`src/rtl/cwcb_defines.svh`:
```
/*
 * constants of the instruction executer: bus offsets, field positions,
 * opcode patterns, arithmetic limits, reset values and phase numbers.
 * assumes it is included by bare name from rtl/.
 */
`ifndef CWCB_DEFINES_SVH
`define CWCB_DEFINES_SVH

// ----------------------------------------------------------------------
// register offsets (byte addresses)
// ----------------------------------------------------------------------
`define CWCB_ADR_CMD   8'h00
`define CWCB_ADR_WORKING_REGISTER  8'h04
`define CWCB_ADR_STAT  8'h08
`define CWCB_ADR_STATE 8'h0c

// ----------------------------------------------------------------------
// status field positions, status and working register reset values
// ----------------------------------------------------------------------
`define CWCB_ST_C      0
`define CWCB_ST_DC     1
`define CWCB_ST_Z      2
`define CWCB_ST_PD_N   3
`define CWCB_ST_TO_N   4
`define CWCB_ST_RST    5'h18
`define CWCB_WORKING_REGISTER_RST  8'h00

// ----------------------------------------------------------------------
// state register field positions
// ----------------------------------------------------------------------
`define CWCB_SR_STATE  1:0
`define CWCB_SR_PHASE  3:2
`define CWCB_SR_SKIP   4
`define CWCB_SR_ILL    5

// ----------------------------------------------------------------------
// opcode patterns
// ----------------------------------------------------------------------
`define CWCB_OP_CLEAR_WATCHDOG_INSTR 16'h0004
`define CWCB_OP_COMPLEMENT_REG_INSTR   7'h09
`define CWCB_OP_DAW    7'h17
`define CWCB_OP_CPLT   8'h30
`define CWCB_OP_CPEQ   8'h31
`define CWCB_OP_CPGT   8'h32
`define CWCB_DEST_BIT  8

// ----------------------------------------------------------------------
// decimal adjust limits and instruction phases
// ----------------------------------------------------------------------
`define CWCB_BCD_MAX   4'h9
`define CWCB_BCD_ADJ   5'h06
`define CWCB_Q1        2'h0
`define CWCB_Q2        2'h1
`define CWCB_Q3        2'h2
`define CWCB_Q4        2'h3

`endif

```
`src/rtl/cwcb_pkg.sv`:
```
/*
 * types of the instruction executer: states, operation classes,
 * status flags and the result bundle of the data path.
 * assumes cwcb_defines.svh is on the include path.
 */
`default_nettype none
`include "cwcb_defines.svh"

package cwcb_pkg;

	typedef enum logic [1:0] {
		CWCB_IDLE = 2'b00,
		CWCB_EXEC = 2'b01,
		CWCB_SKIP = 2'b10
	} cwcb_state_t;

	typedef enum logic [2:0] {
		CWCB_NOP    = 3'b000,
		CWCB_CLEAR_WATCHDOG_INSTR = 3'b001,
		CWCB_COMPLEMENT_REG_INSTR   = 3'b010,
		CWCB_CPEQ   = 3'b011,
		CWCB_CPGT   = 3'b100,
		CWCB_CPLT   = 3'b101,
		CWCB_DAW    = 3'b110
	} cwcb_op_t;

	typedef struct packed {
		logic to_n;
		logic pd_n;
		logic z;
		logic dc;
		logic c;
	} cwcb_flags_t;

	typedef struct packed {
		logic [7:0]  res;
		logic        wr_f;
		logic        wr_w;
		logic        skip;
		cwcb_flags_t flags;
	} cwcb_alu_o_t;

	function automatic cwcb_op_t cwcb_decode(input logic [15:0] i);
		cwcb_op_t o;
		o = CWCB_NOP;
		if (i == `CWCB_OP_CLEAR_WATCHDOG_INSTR) o = CWCB_CLEAR_WATCHDOG_INSTR;
		else if (i[15:9] == `CWCB_OP_COMPLEMENT_REG_INSTR) o = CWCB_COMPLEMENT_REG_INSTR;
		else if (i[15:9] == `CWCB_OP_DAW) o = CWCB_DAW;
		else if (i[15:8] == `CWCB_OP_CPEQ) o = CWCB_CPEQ;
		else if (i[15:8] == `CWCB_OP_CPGT) o = CWCB_CPGT;
		else if (i[15:8] == `CWCB_OP_CPLT) o = CWCB_CPLT;
		return o;
	endfunction : cwcb_decode

endpackage : cwcb_pkg

`default_nettype wire

```
`src/rtl/cwcb_alu.sv`:
```
/*
 * data path of the executer: complement, unsigned compare, decimal
 * adjust and watchdog clear flag effects, purely combinational.
 * assumes operands are stable for the process phase.
 */
`default_nettype none
`include "cwcb_defines.svh"

module cwcb_alu (
	// operation
	input  wire cwcb_pkg::cwcb_op_t    op,
	input  wire logic                  dest,
	// operands
	input  wire logic [7:0]            fdat,
	input  wire logic [7:0]            working_register,
	input  wire cwcb_pkg::cwcb_flags_t fin,
	// result
	output var  cwcb_pkg::cwcb_alu_o_t o
);

	wire logic [8:0] diff = {1'b0, fdat} - {1'b0, working_register};
	wire logic       eq   = (diff == 9'h000);
	wire logic       lt   = diff[8];
	wire logic       lo_a = (working_register[3:0] > `CWCB_BCD_MAX) | fin.dc;
	wire logic       hi_a = (working_register[7:4] > `CWCB_BCD_MAX) | fin.c;
	wire logic [4:0] lo_s = {1'b0, working_register[3:0]} + (lo_a ? `CWCB_BCD_ADJ : 5'h00);
	wire logic [4:0] hi_s = {1'b0, working_register[7:4]} + (hi_a ? `CWCB_BCD_ADJ : 5'h00);

	always_comb begin
		o       = '0;
		o.flags = fin;
		case (op)
			cwcb_pkg::CWCB_CLEAR_WATCHDOG_INSTR: begin
				o.flags.to_n = 1'b1;
				o.flags.pd_n = 1'b1;
			end
			cwcb_pkg::CWCB_COMPLEMENT_REG_INSTR: begin
				o.res     = ~fdat;
				o.wr_f    = dest;
				o.wr_w    = ~dest;
				o.flags.z = (~fdat == 8'h00);
			end
			// compares only steer the skip; no write, no flag
			cwcb_pkg::CWCB_CPEQ: o.skip = eq;
			cwcb_pkg::CWCB_CPGT: o.skip = ~eq & ~lt;
			cwcb_pkg::CWCB_CPLT: o.skip = lt;
			cwcb_pkg::CWCB_DAW: begin
				o.res     = {hi_s[3:0], lo_s[3:0]};
				o.wr_f    = 1'b1;
				o.wr_w    = ~dest;
				o.flags.c = fin.c | (hi_a & hi_s[4]);
			end
			default: o.skip = 1'b0;
		endcase
	end

endmodule : cwcb_alu

`default_nettype wire

```
`src/rtl/cwcb_exec.sv`:
```
/*
 * instruction executer with watchdog clear, complement, compare-skip
 * and decimal adjust, reached as a classic wishbone slave.
 * assumes the core register file answers FILE_RDATA combinationally
 * from FILE_ADDR on the same clock, and the watchdog and fetch logic
 * take one-cycle pulses on the same clock.
 */
//
// Function
// - clearing the watchdog instruction (0004) zeroes the watchdog count within one instruction cycle.
// - the same instruction also zeroes the watchdog postscaler.
// - it sets the expiry and sleep status flags to one and changes no other flag.
// - complement inverts the register, writes to working register (d=0) or register (d=1), and updates only zero.
// - compare-equal skips the prefetched instruction as a nop when register equals working register.
// - compare-greater skips when the register exceeds the working register.
// - compare-less skips when the register is below the working register.
// - all compares use unsigned subtraction, change no flag and write nothing.
// - decimal adjust adds six to the low nibble when above nine or half carry is set.
// - decimal adjust adds six to the high nibble when above nine or carry is set.
// - decimal adjust always writes the register and also the working register when s is zero.
// - decimal adjust yields packed bcd in one cycle and changes only carry.
`default_nettype none
`include "cwcb_defines.svh"

module cwcb_exec (
	// clock and reset
	input  wire logic        CLK,
	input  wire logic        NRST,
	// wishbone slave
	input  wire logic [7:0]  ADR_I,
	input  wire logic [31:0] DAT_I,
	output logic      [31:0] DAT_O,
	input  wire logic        WE_I,
	input  wire logic [3:0]  SEL_I,
	input  wire logic        STB_I,
	input  wire logic        CYC_I,
	output logic             ACK_O,
	// register file
	output logic      [7:0]  FILE_ADDR,
	output logic      [7:0]  FILE_WDATA,
	output logic             FILE_WE,
	input  wire logic [7:0]  FILE_RDATA,
	// watchdog
	output logic             WDT_CLR,
	output logic             POST_CLR,
	// fetch pipeline
	output logic             FLUSH
);

	// ------------------------------------------------------------------
	// state
	// ------------------------------------------------------------------
	cwcb_pkg::cwcb_state_t state_r, state_nxt;
	cwcb_pkg::cwcb_op_t    op_r;
	cwcb_pkg::cwcb_flags_t status_r, status_nxt;
	cwcb_pkg::cwcb_alu_o_t alu, alu_r;
	logic [1:0]  q_r, q_nxt;
	logic [15:0] instr_r;
	logic [7:0]  fdata_r;
	logic [7:0]  working_register_r, working_register_nxt;
	logic [7:0]  faddr_r;
	logic [7:0]  fwdata_r;
	logic        fwe_r;
	logic        wdt_r;
	logic        flush_r;
	logic        skip_r;
	logic        ill_r;
	logic        ack_r;
	logic [31:0] dat_r;
	logic [31:0] rd_data;

	// ------------------------------------------------------------------
	// bus decode
	// ------------------------------------------------------------------
	wire logic req      = CYC_I & STB_I & ~ack_r;
	wire logic wr       = req & WE_I;
	wire logic hit_cmd  = (ADR_I == `CWCB_ADR_CMD);
	wire logic hit_working_register = (ADR_I == `CWCB_ADR_WORKING_REGISTER);
	wire logic hit_stat = (ADR_I == `CWCB_ADR_STAT);
	wire logic hit_st   = (ADR_I == `CWCB_ADR_STATE);
	wire logic idle     = (state_r == cwcb_pkg::CWCB_IDLE);
	wire logic start    = wr & hit_cmd & (&SEL_I[1:0]) & idle;
	wire logic sw_working_register  = wr & hit_working_register & SEL_I[0] & idle;
	wire logic sw_stat  = wr & hit_stat & SEL_I[0] & idle;
	wire cwcb_pkg::cwcb_op_t dec_op = cwcb_pkg::cwcb_decode(DAT_I[15:0]);
	wire logic is_op    = (dec_op != cwcb_pkg::CWCB_NOP);
	wire logic exec     = (state_r == cwcb_pkg::CWCB_EXEC);
	wire logic at_q2    = exec & (q_r == `CWCB_Q2);
	wire logic at_q3    = exec & (q_r == `CWCB_Q3);
	wire logic at_q4    = exec & (q_r == `CWCB_Q4);
	wire logic last_q   = (q_r == `CWCB_Q4);
	wire logic [7:0] state_rd = {2'b00, ill_r, skip_r, q_r, state_r};

	// unmapped offsets read as zero
	always_comb begin
		rd_data = 32'h0000_0000;
		if (hit_cmd) begin
			rd_data = {16'h0000, instr_r};
		end else if (hit_working_register) begin
			rd_data = {24'h000000, working_register_r};
		end else if (hit_stat) begin
			rd_data = {27'h0000000, status_r};
		end else if (hit_st) begin
			rd_data = {24'h000000, state_rd};
		end
	end

	// ------------------------------------------------------------------
	// data path
	// ------------------------------------------------------------------
	cwcb_alu u_alu (
		.op   (op_r),
		.dest (instr_r[`CWCB_DEST_BIT]),
		.fdat (fdata_r),
		.working_register (working_register_r),
		.fin  (status_r),
		.o    (alu)
	);

	// ------------------------------------------------------------------
	// sequencer: q1 decode, q2 read, q3 process, q4 write
	// ------------------------------------------------------------------
	always_comb begin
		state_nxt = state_r;
		q_nxt     = q_r;
		case (state_r)
			cwcb_pkg::CWCB_IDLE: begin
				if (start) begin
					state_nxt = cwcb_pkg::CWCB_EXEC;
					q_nxt     = `CWCB_Q1;
				end
			end
			cwcb_pkg::CWCB_EXEC: begin
				q_nxt = q_r + 2'h1;
				if (last_q) begin
					// a taken skip runs one nop cycle
					state_nxt = alu_r.skip ? cwcb_pkg::CWCB_SKIP
					                       : cwcb_pkg::CWCB_IDLE;
				end
			end
			cwcb_pkg::CWCB_SKIP: begin
				q_nxt = q_r + 2'h1;
				if (last_q) begin
					state_nxt = cwcb_pkg::CWCB_IDLE;
				end
			end
			default: begin
				state_nxt = cwcb_pkg::CWCB_IDLE;
				q_nxt     = `CWCB_Q1;
			end
		endcase
	end

	// instruction results win over software writes
	always_comb begin
		working_register_nxt   = working_register_r;
		status_nxt = status_r;
		if (at_q4) begin
			status_nxt = alu_r.flags;
			if (alu_r.wr_w) begin
				working_register_nxt = alu_r.res;
			end
		end else begin
			if (sw_working_register) begin
				working_register_nxt = DAT_I[7:0];
			end
			if (sw_stat) begin
				status_nxt = DAT_I[4:0];
			end
		end
	end

	always_ff @(posedge CLK or negedge NRST) begin
		if (!NRST) begin
			state_r  <= cwcb_pkg::CWCB_IDLE;
			q_r      <= `CWCB_Q1;
			op_r     <= cwcb_pkg::CWCB_NOP;
			instr_r  <= 16'h0000;
			faddr_r  <= 8'h00;
			fdata_r  <= 8'h00;
			working_register_r   <= `CWCB_WORKING_REGISTER_RST;
			status_r <= `CWCB_ST_RST;
			alu_r    <= '0;
			skip_r   <= 1'b0;
			ill_r    <= 1'b0;
		end else begin
			state_r  <= state_nxt;
			q_r      <= q_nxt;
			working_register_r   <= working_register_nxt;
			status_r <= status_nxt;
			if (start) begin
				instr_r <= DAT_I[15:0];
				op_r    <= dec_op;
				faddr_r <= DAT_I[7:0];
				ill_r   <= ~is_op;
			end
			if (at_q2) begin
				fdata_r <= FILE_RDATA;
			end
			if (at_q3) begin
				alu_r  <= alu;
				skip_r <= alu.skip;
			end
		end
	end

	// ------------------------------------------------------------------
	// output pulses, raised for the q4 cycle
	// ------------------------------------------------------------------
	always_ff @(posedge CLK or negedge NRST) begin
		if (!NRST) begin
			fwe_r    <= 1'b0;
			fwdata_r <= 8'h00;
			wdt_r    <= 1'b0;
			flush_r  <= 1'b0;
		end else begin
			fwe_r    <= at_q3 & alu.wr_f;
			fwdata_r <= at_q3 ? alu.res : fwdata_r;
			wdt_r    <= at_q3 & (op_r == cwcb_pkg::CWCB_CLEAR_WATCHDOG_INSTR);
			flush_r  <= at_q3 & alu.skip;
		end
	end

	// ------------------------------------------------------------------
	// wishbone answer: ack one cycle after the request
	// ------------------------------------------------------------------
	always_ff @(posedge CLK or negedge NRST) begin
		if (!NRST) begin
			ack_r <= 1'b0;
			dat_r <= 32'h0000_0000;
		end else begin
			ack_r <= req;
			dat_r <= req ? rd_data : dat_r;
		end
	end

	assign DAT_O      = dat_r;
	assign ACK_O      = ack_r;
	assign FILE_ADDR  = faddr_r;
	assign FILE_WDATA = fwdata_r;
	assign FILE_WE    = fwe_r;
	assign WDT_CLR    = wdt_r;
	assign POST_CLR   = wdt_r;
	assign FLUSH      = flush_r;

	wire logic is_cmp = (op_r == cwcb_pkg::CWCB_CPEQ) |
	                    (op_r == cwcb_pkg::CWCB_CPGT) |
	                    (op_r == cwcb_pkg::CWCB_CPLT);
	wire logic is_daw = (op_r == cwcb_pkg::CWCB_DAW);
endmodule : cwcb_exec

`default_nettype wire

```
`config.mk`:
```
export PLATFORM = sky130hd
export DESIGN_NAME = cwcb_exec
export DESIGN_NICKNAME = d
export VERILOG_FILES = /design/src/rtl/cwcb_pkg.sv /design/src/rtl/cwcb_alu.sv /design/src/rtl/cwcb_exec.sv
export VERILOG_INCLUDE_DIRS = /design/src /design/src/rtl
export SDC_FILE = /design/constraint.sdc
export NUM_CORES = 1
export LEC_CHECK = 0
export BUFFER_PORTS_ARGS = -buffer_cell sky130_fd_sc_hd__clkbuf_2
export CAP_MARGIN = 10
export CORE_ASPECT_RATIO = 0.9
export CORE_UTILIZATION = 52
export CTS_CLUSTER_DIAMETER = 80
export DETAILED_ROUTE_END_ITERATION = 8
export PLACE_DENSITY_LB_ADDON = 0.3
export SLEW_MARGIN = 20
export SYNTH_ARGS = -nofsm -noshare
export SYNTH_HDL_FRONTEND = slang
export SYNTH_SLANG_ARGS = --single-unit
```
`constraint.sdc`:
```
create_clock -name CLK -period 4.55 [get_ports CLK]
set_input_delay 0.6825 -clock CLK [delete_from_list [all_inputs] [get_ports CLK]]
set_output_delay 0.6825 -clock CLK [all_outputs]
set_load 0.02 [all_outputs]
```
==> out/results.ini, run 1 <==
[run]
cap_violations=0

[cells_and_area]
num-fill-cells=770
syn_to_final_growth_pct=10.3
n_antenna_cell=0
multi_input_area_mm2=0.00222
nets=588
drive_gt1_frac=0.225
final-seq-area_mm2=0.00200
mostFrequentLayoutCells=dfrtp_1, clkbuf_2, nand2_1
layout_commonest_cell=dfrtp_1

[outcome]
outcome=completed

[placed_design]
place.gp.congestion=0.932
dp.final_hpwl_um=7650
port_buffers=75
post-place-ws_ns=1.53

[floorplan]
initial_core_util=0.535
core_mm2=0.00853
chipWidth_um=101
num_rows=32
die_y_um=90.8
io_pins=110
die_area_mm2=0.00915

[sta]
rsz0062_at_grt=no
drv_slew=0
fmax_mhz=378
final_period_minus_worst_setup_slack_ns=2.64
final_hold_viol_count=0
slew_headroom=0.438
tightest_slew_ns=0.841
fin_tns_setup_ns=0
setup_viol=0
finalCritPeriodShare=0.581
clock_skew_ns=0.00903
worst_slack_ns=1.91

[worst_setup_path]
critPathLaunchType=primary input
r2r_slack_ns=1.98
required_ns=4.79
cp_max_fo=23
reg2reg_depth=7
critPathCaptureType=register
regToRegEndpoint=working_register_r[6]
worstSetupPathType=primary input to register
rr_startpoint=state_r[1]
cp.arrival_ns=2.88

[synth]
async_flop_share=1.00
synth.top_cell.area_share=0.428
synth.avg_cell_area_um2=9.98
syn_area_mm2=0.00456
yosys.area.top_type=dfrtp_1
ys.flop_type=dfrtp_1
synth_area_leaders=dfrtp_1, buf_4, mux2_1
yosysUniqueCellTypes=59
synth-edff-count=0
synth-seq-area-share=0.440
syn_inst=457
synth_warnings=0
synth_seq_cells=80

[clock_tree]
clkSlewWorstSetupHoldPaths_ns=0.08
cts.sink_count=80
cts_buffers=9
cts-root-buf=clkbuf_8
clock_path_buffers=2
cts_setup_buffers=0
htree_levels=3
hold_buffers=0
cts_tree=built
cts_resized=0
clkLatencyLatePin_ns=0.36

[drt]
wl_met2_um=4930
dr.pass1.iters=5
route.met3.wl_um=588
maxUsedRoutingLayer=met4
vias=3571
via_per_inst=5.63
finalWirelength_um=10500
drtIter0Drc=268
m1WireLength_um=4790
ant_nets=0
drc=0
wl_per_cell_um=16.6

[grt]
first_global_vias=3335
grt_max_degree=81
grt.overflow.total=0
grt_pass1_wl_um=17200
grt_use_total=0.249
grt_antenna_before_repair=0

[min_path]
hp-class=primary input to asynchronous set/reset pin

[pwr]
power_density_mw_per_mm2=273
power.leakage_nw=2.52
ir_worst_vdd_uv=133

## per-layer routing
layer / global-route usage / vias to the layer above
li1: - / 1669
met1: 0.368 / 1760
met2: 0.380 / 123
met3: 0.0302 / 19
met4: 0.0833 / 0
met5: 0 / -
## synthesized netlist by cell type, types with 2 or more instances
cell / count
nor4b_1: 2
a21oi_1: 31
ha_1: 17
mux2_1: 19
dfrtp_1: 78
nor3_1: 4
nand4_1: 6
o31ai_1: 3
nor2b_1: 2
o2111ai_1: 3
nand2b_1: 6
a21o_1: 2
o21a_1: 3
o21ai_1: 3
nor4_1: 3
a31oi_1: 2
buf_4: 33
mux2_2: 10
o21ai_0: 18
nand3b_1: 3
mux4_2: 5
dfstp_2: 2
clkbuf_1: 11
xor2_1: 4
fa_1: 3
inv_1: 17
nor2_1: 32
nand4b_1: 3
nand2_1: 57
o211ai_1: 2
nand3_1: 28
buf_6: 2
buf_1: 2
mux2i_1: 16
## stage by stage
stage | cell area [um2] | std cells | total power, mW | hold slack, ns | utilization
floorplan | 4620 | 472 | 0.813 | 0.387 | -
global placement | 4830 | 619 | 0.855 | 0.453 | 0.567
detailed placement | 4830 | 619 | 0.859 | 0.459 | 0.567
CTS | 5030 | 634 | 1.38 | 0.479 | 0.590
global route | 5030 | 634 | 1.43 | 0.405 | 0.590
finish | 5030 | 634 | 1.37 | 0.335 | 0.590
## layout make-up
class | instances | share of cell area
Clock buffer | 10 | 0.0273
Clock inverter | 5 | 0.0112
Inverter | 18 | 0.0134
Multi-Input combinational cell | 325 | 0.441
Sequential cell | 80 | 0.398
Tap cell | 119 | 0.0296
Timing Repair Buffer | 77 | 0.0788
## worst max-delay path by stage
stage,start,end,slack (ns),cells after the start
after floorplan,ADR_I[1],instr_r[13],1.92,6
after global placement,ADR_I[1],instr_r[2],1.58,7
after detailed placement,ADR_I[1],instr_r[14],1.53,7
after CTS,ADR_I[1],instr_r[14],1.91,7
after global routing,state_r[1],working_register_r[6],1.63,7
final,ADR_I[1],instr_r[5],1.91,7
## flip-flops by register name, indices dropped and copies added, names as in the netlist
register / cells
DAT_O: 16
op_r: 3
working_register_r: 8
FLUSH: 1
POST_CLR: 1
ill_r: 1
FILE_WDATA: 8
status_r: 5
instr_r: 16
alu_r: 6
ACK_O: 1
FILE_WE: 1
fdata_r: 8
state_r: 2
skip_r: 1
q_r: 2
## report_power, final
group          internal, mW  switching, mW
clock network         0.266          0.263
logic                0.0418         0.0791
registers             0.717        0.00789
## critical path: stages
cell      delay [ns]
clkbuf_2        0.08
or4_4           0.56
nor4b_4         0.26
buf_4           0.21
nand3_2         0.14
nor2_4          0.55
mux2_1          0.38
## cells by family after synthesis
group                    count (synthesis)  share of synthesized area
buffers and inverters                   67                     0.0859
XOR/XNOR                                 4                    0.00768
AND/OR/NAND/NOR                        159                      0.174
AO/OA/AOI/OAI                           76                      0.100
flip-flops                              80                      0.440
multiplexers                            50                      0.131
adder cells (fa/ha/maj)                 20                     0.0598
other                                    1                   0.000822
No activity file was read; power rests on OpenSTA's default activity.
==> run 2, diff against run 1 <==
--- a/config.mk
+++ b/config.mk
@@ -6,10 +6,11 @@
 export SDC_FILE = /design/constraint.sdc
 export NUM_CORES = 1
 export LEC_CHECK = 0
+export ABC_AREA = 1
 export BUFFER_PORTS_ARGS = -buffer_cell sky130_fd_sc_hd__clkbuf_2
 export CAP_MARGIN = 10
 export CORE_ASPECT_RATIO = 0.9
-export CORE_UTILIZATION = 52
+export CORE_UTILIZATION = 49
 export CTS_CLUSTER_DIAMETER = 80
 export DETAILED_ROUTE_END_ITERATION = 8
 export PLACE_DENSITY_LB_ADDON = 0.3
==> constraint.sdc (replaced) <==
create_clock -name CLK -period 2.3 [get_ports CLK]
set_input_delay 0.345 -clock CLK [delete_from_list [all_inputs] [get_ports CLK]]
set_output_delay 0.345 -clock CLK [all_outputs]
set_load 0.02 [all_outputs]
==> run 2 against run 1 <==
Critical path depth up 2. Worst hold slack worse by 0.15 ns. Die area up 7.6%. Cell area up 3.2%. Via count up 10%. Sequential power rose to 2.5 times the previous value. Count of clock-buffer cells in the layout down 1. Sequential cell count unchanged. Sequential share of layout area down 1.2 points. Largest power group unchanged. First-iteration DRC count down 20%.
==> out/results.ini, run 2 <==
[synth]
synth_most_common_cell=nand2_1
synth-compound-area-share=0.136  ; +0.0360
syn_inst=568  ; +24%
synth_top_cells_by_count=nand2_1, dfrtp_1, inv_1
syn_area_mm2=0.00463  ; +1.6%
synth.top_cell.area_share=0.421  ; -0.00659
synthSimpleGateAreaFrac=0.225  ; +0.0508
synth_top_family_by_area=simple AND/OR/NAND/NOR gates
async_flop_share=1.00  ; unchanged
synth.avg_cell_area_um2=8.15  ; -18%
synth_seq_cells=80  ; unchanged
synth-edff-count=0  ; unchanged
synthMuxAreaShare=0.0146  ; -0.117
synth_adder_area_share=0.0589  ; -0.000921
yosys.area.top_type=dfrtp_1
synth-seq-area-share=0.433  ; -0.00677
ys.flop_type=dfrtp_1
synth_xor_area_frac=0.00378  ; -0.00390
yosysUniqueCellTypes=44  ; -25%
synth_area_leaders=dfrtp_1, nand2_1, buf_4
synth_warnings=0  ; unchanged

[sta]
hold_slack_ns=0.186  ; -0.148 ns
fin_tns_setup_ns=0  ; unchanged
fmax_mhz=472
setup_viol=0  ; unchanged
final_hold_viol_count=0  ; unchanged
rsz0062_at_grt=no
final_period_minus_worst_setup_slack_ns=2.12
finalCritPeriodShare=0.920
clock_skew_ns=0.0129  ; +0.00392 ns
drv_slew=0  ; unchanged
worst_slack_ns=0.183  ; -1.72 ns

[floorplan]
die_y_um=94.2  ; +3.7%
io_pins=110  ; unchanged
core_mm2=0.00913  ; +7.0%
chipWidth_um=104  ; +3.7%
num_rows=33  ; +3.1%
initial_core_util=0.508  ; -0.0272
die_area_mm2=0.00985  ; +7.6%

[pwr]
power_density_mw_per_mm2=791  ; +190%
swShare=0.381  ; +0.126
p_int_mw=2.55  ; +150%
clock_power_share=0.241  ; -0.144
power.leakage_nw=2.64  ; +4.8%
p_comb_frac=0.315  ; +0.227
power.switching_mw=1.56  ; +350%
seq_power_share=0.443  ; -0.084
ir_worst_vdd_uv=388  ; +190%

[drt]
dr.pass1.iters=5  ; unchanged
drtIter0Drc=214  ; -20%
via_per_inst=5.16  ; -8.4%
vias=3937  ; +10%
ant_nets=0  ; unchanged
drc=0  ; unchanged
finalWirelength_um=10700  ; +1.8%
wl_per_cell_um=14.0  ; -15%

[worst_setup_path]
critPathCaptureType=register
critPathLaunchType=register
crit_start=working_register_r[6]
cp_max_fo=4  ; -83%
cp.arrival_ns=2.37  ; -0.51 ns
worstSetupPathType=register to register
required_ns=2.55  ; -2.24 ns
rr_startpoint=working_register_r[6]

[clock_tree]
clkLatencyLatePin_ns=0.37  ; about the same
cts_tree=built
cts.sink_count=80  ; unchanged
htree_levels=3  ; unchanged
cts_buffers=9  ; unchanged
clock_path_buffers=2  ; unchanged
clkSlewWorstSetupHoldPaths_ns=0.09  ; about the same
cts-root-buf=clkbuf_8

[min_path]
hp-class=primary input to register
hp-start=DAT_I[15]

[cells_and_area]
layout_commonest_cell=nand2_1
drive_gt1_frac=0.222  ; -0.00371
n_antenna_cell=0  ; unchanged
mostFrequentLayoutCells=nand2_1, dfrtp_1, clkbuf_2
finalNonFillerCells=763  ; +20%
num-fill-cells=891  ; +16%
final-seq-area_mm2=0.00201  ; about the same
nets=713  ; +21%
multi_input_area_mm2=0.00211  ; -5.1%
syn_to_final_growth_pct=12.1

[placed_design]
place.gp.congestion=0.893  ; -4.1%
place_inst=744  ; +20%
dp.final_hpwl_um=8300  ; +8.6%
port_buffers=75  ; unchanged
post-place-ws_ns=0.0756  ; -1.46 ns

[outcome]
outcome=completed

[grt]
first_global_vias=3731  ; +12%
grt_pass1_wl_um=17600  ; +2.2%
grt_use_total=0.231  ; -0.0178
grt.overflow.total=0  ; unchanged
grt_max_degree=48  ; -41%
grt_antenna_before_repair=0  ; unchanged

[run]
cap_violations=0  ; unchanged

[run 2: cell count changes after synthesis, sizes merged, moves of 6 or more]
| cell | delta |
|---|---|
| mux2i | -16 |
| mux2 | -23 |
| o21ai | +38 |
| nand2b | -6 |
| inv | +51 |
| clkbuf | -7 |
| o22ai | +6 |
| nand2 | +100 |
| nand3 | -10 |
[run 2: per-layer routing]
metal / wire length, um / track usage / up-vias
met2: 5130 / 0.385 / 119
met3: 528 / 0.0395 / 20
met4: 193 / 0.0917 / 0
met5: 0 / 0 / -
met1: 4840 / 0.301 / 1863
li1: - / - / 1935
[run 2: worst paths after layout]
path                            slack, ns            end  cells past startpoint
worst max-delay path                 0.18  FILE_WDATA[7]                      9
worst min-delay path                 0.19    instr_r[15]                      3
worst max register to register       0.18  FILE_WDATA[7]                      9
worst min register to register       0.49      DAT_O[10]                      2
max in group asynchronous            1.20    status_r[3]                      3
min in group asynchronous            0.46         skip_r                      2
[run 2: final cells by class]
cell class,count,area share
inverters,72,0.0528
flip-flops and latches,80,0.386
repair buffers,85,0.0901
multi-input cells,388,0.406
clock buffers,9,0.0239
clock inverters,7,0.0116
well taps,122,0.0294
[run 2: worst max-delay path: stages (launching register included)]
cell and delay [ns]:
dfrtp_1 0.44, inv_1 0.14, a21oi_1 0.09, or2_2 0.32, ha_1 0.22, fa_1 0.40
xnor2_1 0.17, o22ai_1 0.08, nand2_1 0.06, o21ai_0 0.07
[run 2: timing repair]
action | CTS | global route
hold buffers | 1 | 0
hold endpoints to repair | 32 | 0
gates resized for setup | 0 | 7
setup endpoints to repair | 0 | 2
setup buffers | 0 | 2
[run 2: logic make-up (layout without fill, tap and decap cells)]
family          Yosys count  in the layout
simple gates            235            235
buf+inv                 115            173
compound gates          109            109
flops                    80             80
fa+ha+maj                20             20
mux                       6              6
xor+xnor                  2              2
other cells               1             16
[run 2: power groups by stage]
stage               sequential (mW)  combinational, mW  clock, mW
finish                         1.82               1.30      0.992
global route                   1.85               1.49       1.07
floorplan                      1.81              0.945          0
detailed placement             1.85               1.25          0
global placement               1.83               1.21          0
CTS                            1.82               1.26       1.01
[run 2: stage by stage]
stage               cell area, um2   util  total power, mW
finish                        5190  0.569             4.11
global route                  5190  0.569             4.40
CTS                           5160  0.566             4.10
detailed placement            4970  0.544             3.10
global placement              4970  0.544             3.04
floorplan                     4690      -             2.75
==> run 3, diff against run 2 <==
==> constraint.sdc (replaced) <==
create_clock -name CLK -period 2.3 [get_ports CLK]
set_input_delay 0.23 -clock CLK [delete_from_list [all_inputs] [get_ports CLK]]
set_output_delay 0.23 -clock CLK [all_outputs]
set_load 0.02 [all_outputs]
==> run 3 against run 2 <==
Maximum frequency down 1.6%. Cell count grew 0.13%. Largest cell class unchanged. Critical path depth unchanged. Critical endpoint unchanged.
==> out/results.ini, run 3 (synthesis gave the netlist of run 2 again) <==
[floorplan]
core_mm2=0.00913  ; unchanged
die_y_um=94.2  ; unchanged
die_area_mm2=0.00985  ; unchanged
num_rows=33  ; unchanged
initial_core_util=0.508  ; unchanged
chipWidth_um=104  ; unchanged
io_pins=110  ; unchanged

[sta]
final_hold_viol_count=0  ; unchanged
hold_slack_ns=0.0910  ; -0.0954 ns
finalCritPeriodShare=0.935  ; +0.0152
fmax_mhz=465  ; -1.6%
final_period_minus_worst_setup_slack_ns=2.15  ; +0.0349 ns
tightest_slew_ns=0.510
fin_tns_setup_ns=0  ; unchanged
drv_slew=0  ; unchanged
clock_skew_ns=0.0116  ; -0.00138 ns
rsz0062_at_grt=no
setup_viol=0  ; unchanged
slew_headroom=0.658

[min_path]
holdPathStages=3  ; unchanged
hp-class=primary input to register
hp-start=DAT_I[14]
min_to=instr_r[14]

[drt]
dr.pass1.iters=6  ; +1
drc=0  ; unchanged
via_per_inst=5.24  ; +1.6%
wl_per_cell_um=14.6  ; +4.0%
vias=4006  ; +1.8%
ant_nets=0  ; unchanged
drtIter0Drc=246  ; +15%
finalWirelength_um=11100  ; +4.1%

[worst_setup_path]
cp.arrival_ns=2.39  ; +0.02 ns
reg2reg_depth=9  ; unchanged
critPathCaptureType=register
cp_max_fo=4  ; unchanged
regToRegEndpoint=FILE_WDATA[7]
crit_start=working_register_r[5]
critPathLaunchType=register
required_ns=2.54  ; about the same
rr_startpoint=working_register_r[5]
r2r_slack_ns=0.15  ; -0.03 ns
worstSetupPathType=register to register

[grt]
first_global_vias=3692  ; -1.0%
grt_antenna_before_repair=0  ; unchanged
grt_pass1_wl_um=17900  ; +1.8%
grt_use_total=0.236  ; +0.00484
grt_max_degree=51  ; +6.3%
grt.overflow.total=0  ; unchanged

[cells_and_area]
mostFrequentLayoutCells=nand2_1, dfrtp_1, clkbuf_2
syn_to_final_growth_pct=12.1  ; unchanged
nets=714  ; +0.14%
drive_gt1_frac=0.221  ; -0.000345
layout_commonest_cell=nand2_1
num-fill-cells=849  ; -4.7%
n_antenna_cell=0  ; unchanged

[placed_design]
port_buffers=75  ; unchanged
place.gp.congestion=0.897  ; +0.45%
dp.final_hpwl_um=8510  ; +2.5%

[pwr]
power.leakage_nw=2.64  ; -0.23%
power.switching_mw=1.53  ; -1.9%
p_comb_frac=0.317  ; +0.002
seq_power_share=0.449  ; +0.006
power_density_mw_per_mm2=781  ; -1.3%
ir_worst_vdd_uv=414  ; +6.6%
swShare=0.378  ; -0.00250
p_int_mw=2.52  ; -0.88%
clock_power_share=0.235  ; -0.006

[clock_tree]
clock_path_buffers=2  ; unchanged
clkLatencyLatePin_ns=0.36  ; about the same
cts_buffers=9  ; unchanged
clkSlewWorstSetupHoldPaths_ns=0.09  ; about the same
cts.sink_count=80  ; unchanged
cts_tree=built
cts-root-buf=clkbuf_8
htree_levels=3  ; unchanged

[outcome]
outcome=completed

[run]
cap_violations=0  ; unchanged

==> run 3: cell count changes in the layout (fill, tap and decap cells not counted) <==
cell	delta
clkinvlp_4	+2
inv_6	-3
clkinv_2	+1
dfrtp_1	+1
buf_4	+1
dfrtp_2	-1
==> run 3: critical path, stage by stage, from the launching register on <==
cell	delay, ns
dfrtp_1	0.40
inv_1	0.14
a21oi_1	0.10
or2_2	0.32
ha_1	0.23
fa_1	0.41
xnor2_1	0.19
o22ai_1	0.09
nand2_1	0.06
o21ai_0	0.08
==> run 3: worst max path at each step <==
stage	to	slack, ns	cells after the start
after floorplan	FILE_WDATA[7]	0.38	9
after global placement	skip_r	0.16	15
after detailed placement	skip_r	0.09	15
after CTS	skip_r	0.08	15
after global routing	FILE_WDATA[7]	0.02	9
final	FILE_WDATA[7]	0.15	9
==> run 3: what timing repair did <==
item | CTS | global route
hold buffers | 1 | 0
hold endpoints to repair | 30 | 0
setup buffers | 0 | 1
endpoints found under the setup margin | 0 | 3
gates resized for setup | 0 | 6
==> run 3: through the flow <==
stage	setup WS [ns]	instance area, um2	utilization	total power [mW]	cells
2_1_floorplan	0.382	4690	-	2.75	583
3_3_place_gp	0.163	4980	0.546	3.05	746
3_5_place_dp	0.0861	4980	0.546	3.11	746
4_1_cts	0.0817	5170	0.567	4.06	763
5_1_grt	0.0150	5190	0.569	4.35	764
6_report	0.149	5190	0.569	4.06	764
==> run 3: layout make-up <==
type,count,area [um2],share of cell area
inverters,72,274,0.0528
clock inverters,7,53.8,0.0104
repair buffers,86,475,0.0916
multi-input cells,388,2110,0.406
well taps,122,153,0.0294
flip-flops and latches,80,2000,0.386
clock buffers,9,124,0.0239
==> run 3: routing by layer <==
layer,up-vias,routed length (um),part of all wire,track usage
li1,1940,-,-,-
met1,1917,4960,0.45,0.313
met2,130,5410,0.49,0.389
met3,19,583,0.052,0.0479
met4,0,170,0.015,0.0750
met5,-,0,0,0
==> run 3: power groups by stage <==
stage               Combinational, mW  Sequential (mW)  Clock [mW]
finish                           1.28             1.82       0.951
global route                     1.48             1.85        1.03
CTS                              1.27             1.82       0.971
detailed placement               1.26             1.84           0
global placement                 1.21             1.83           0
floorplan                       0.945             1.81           0
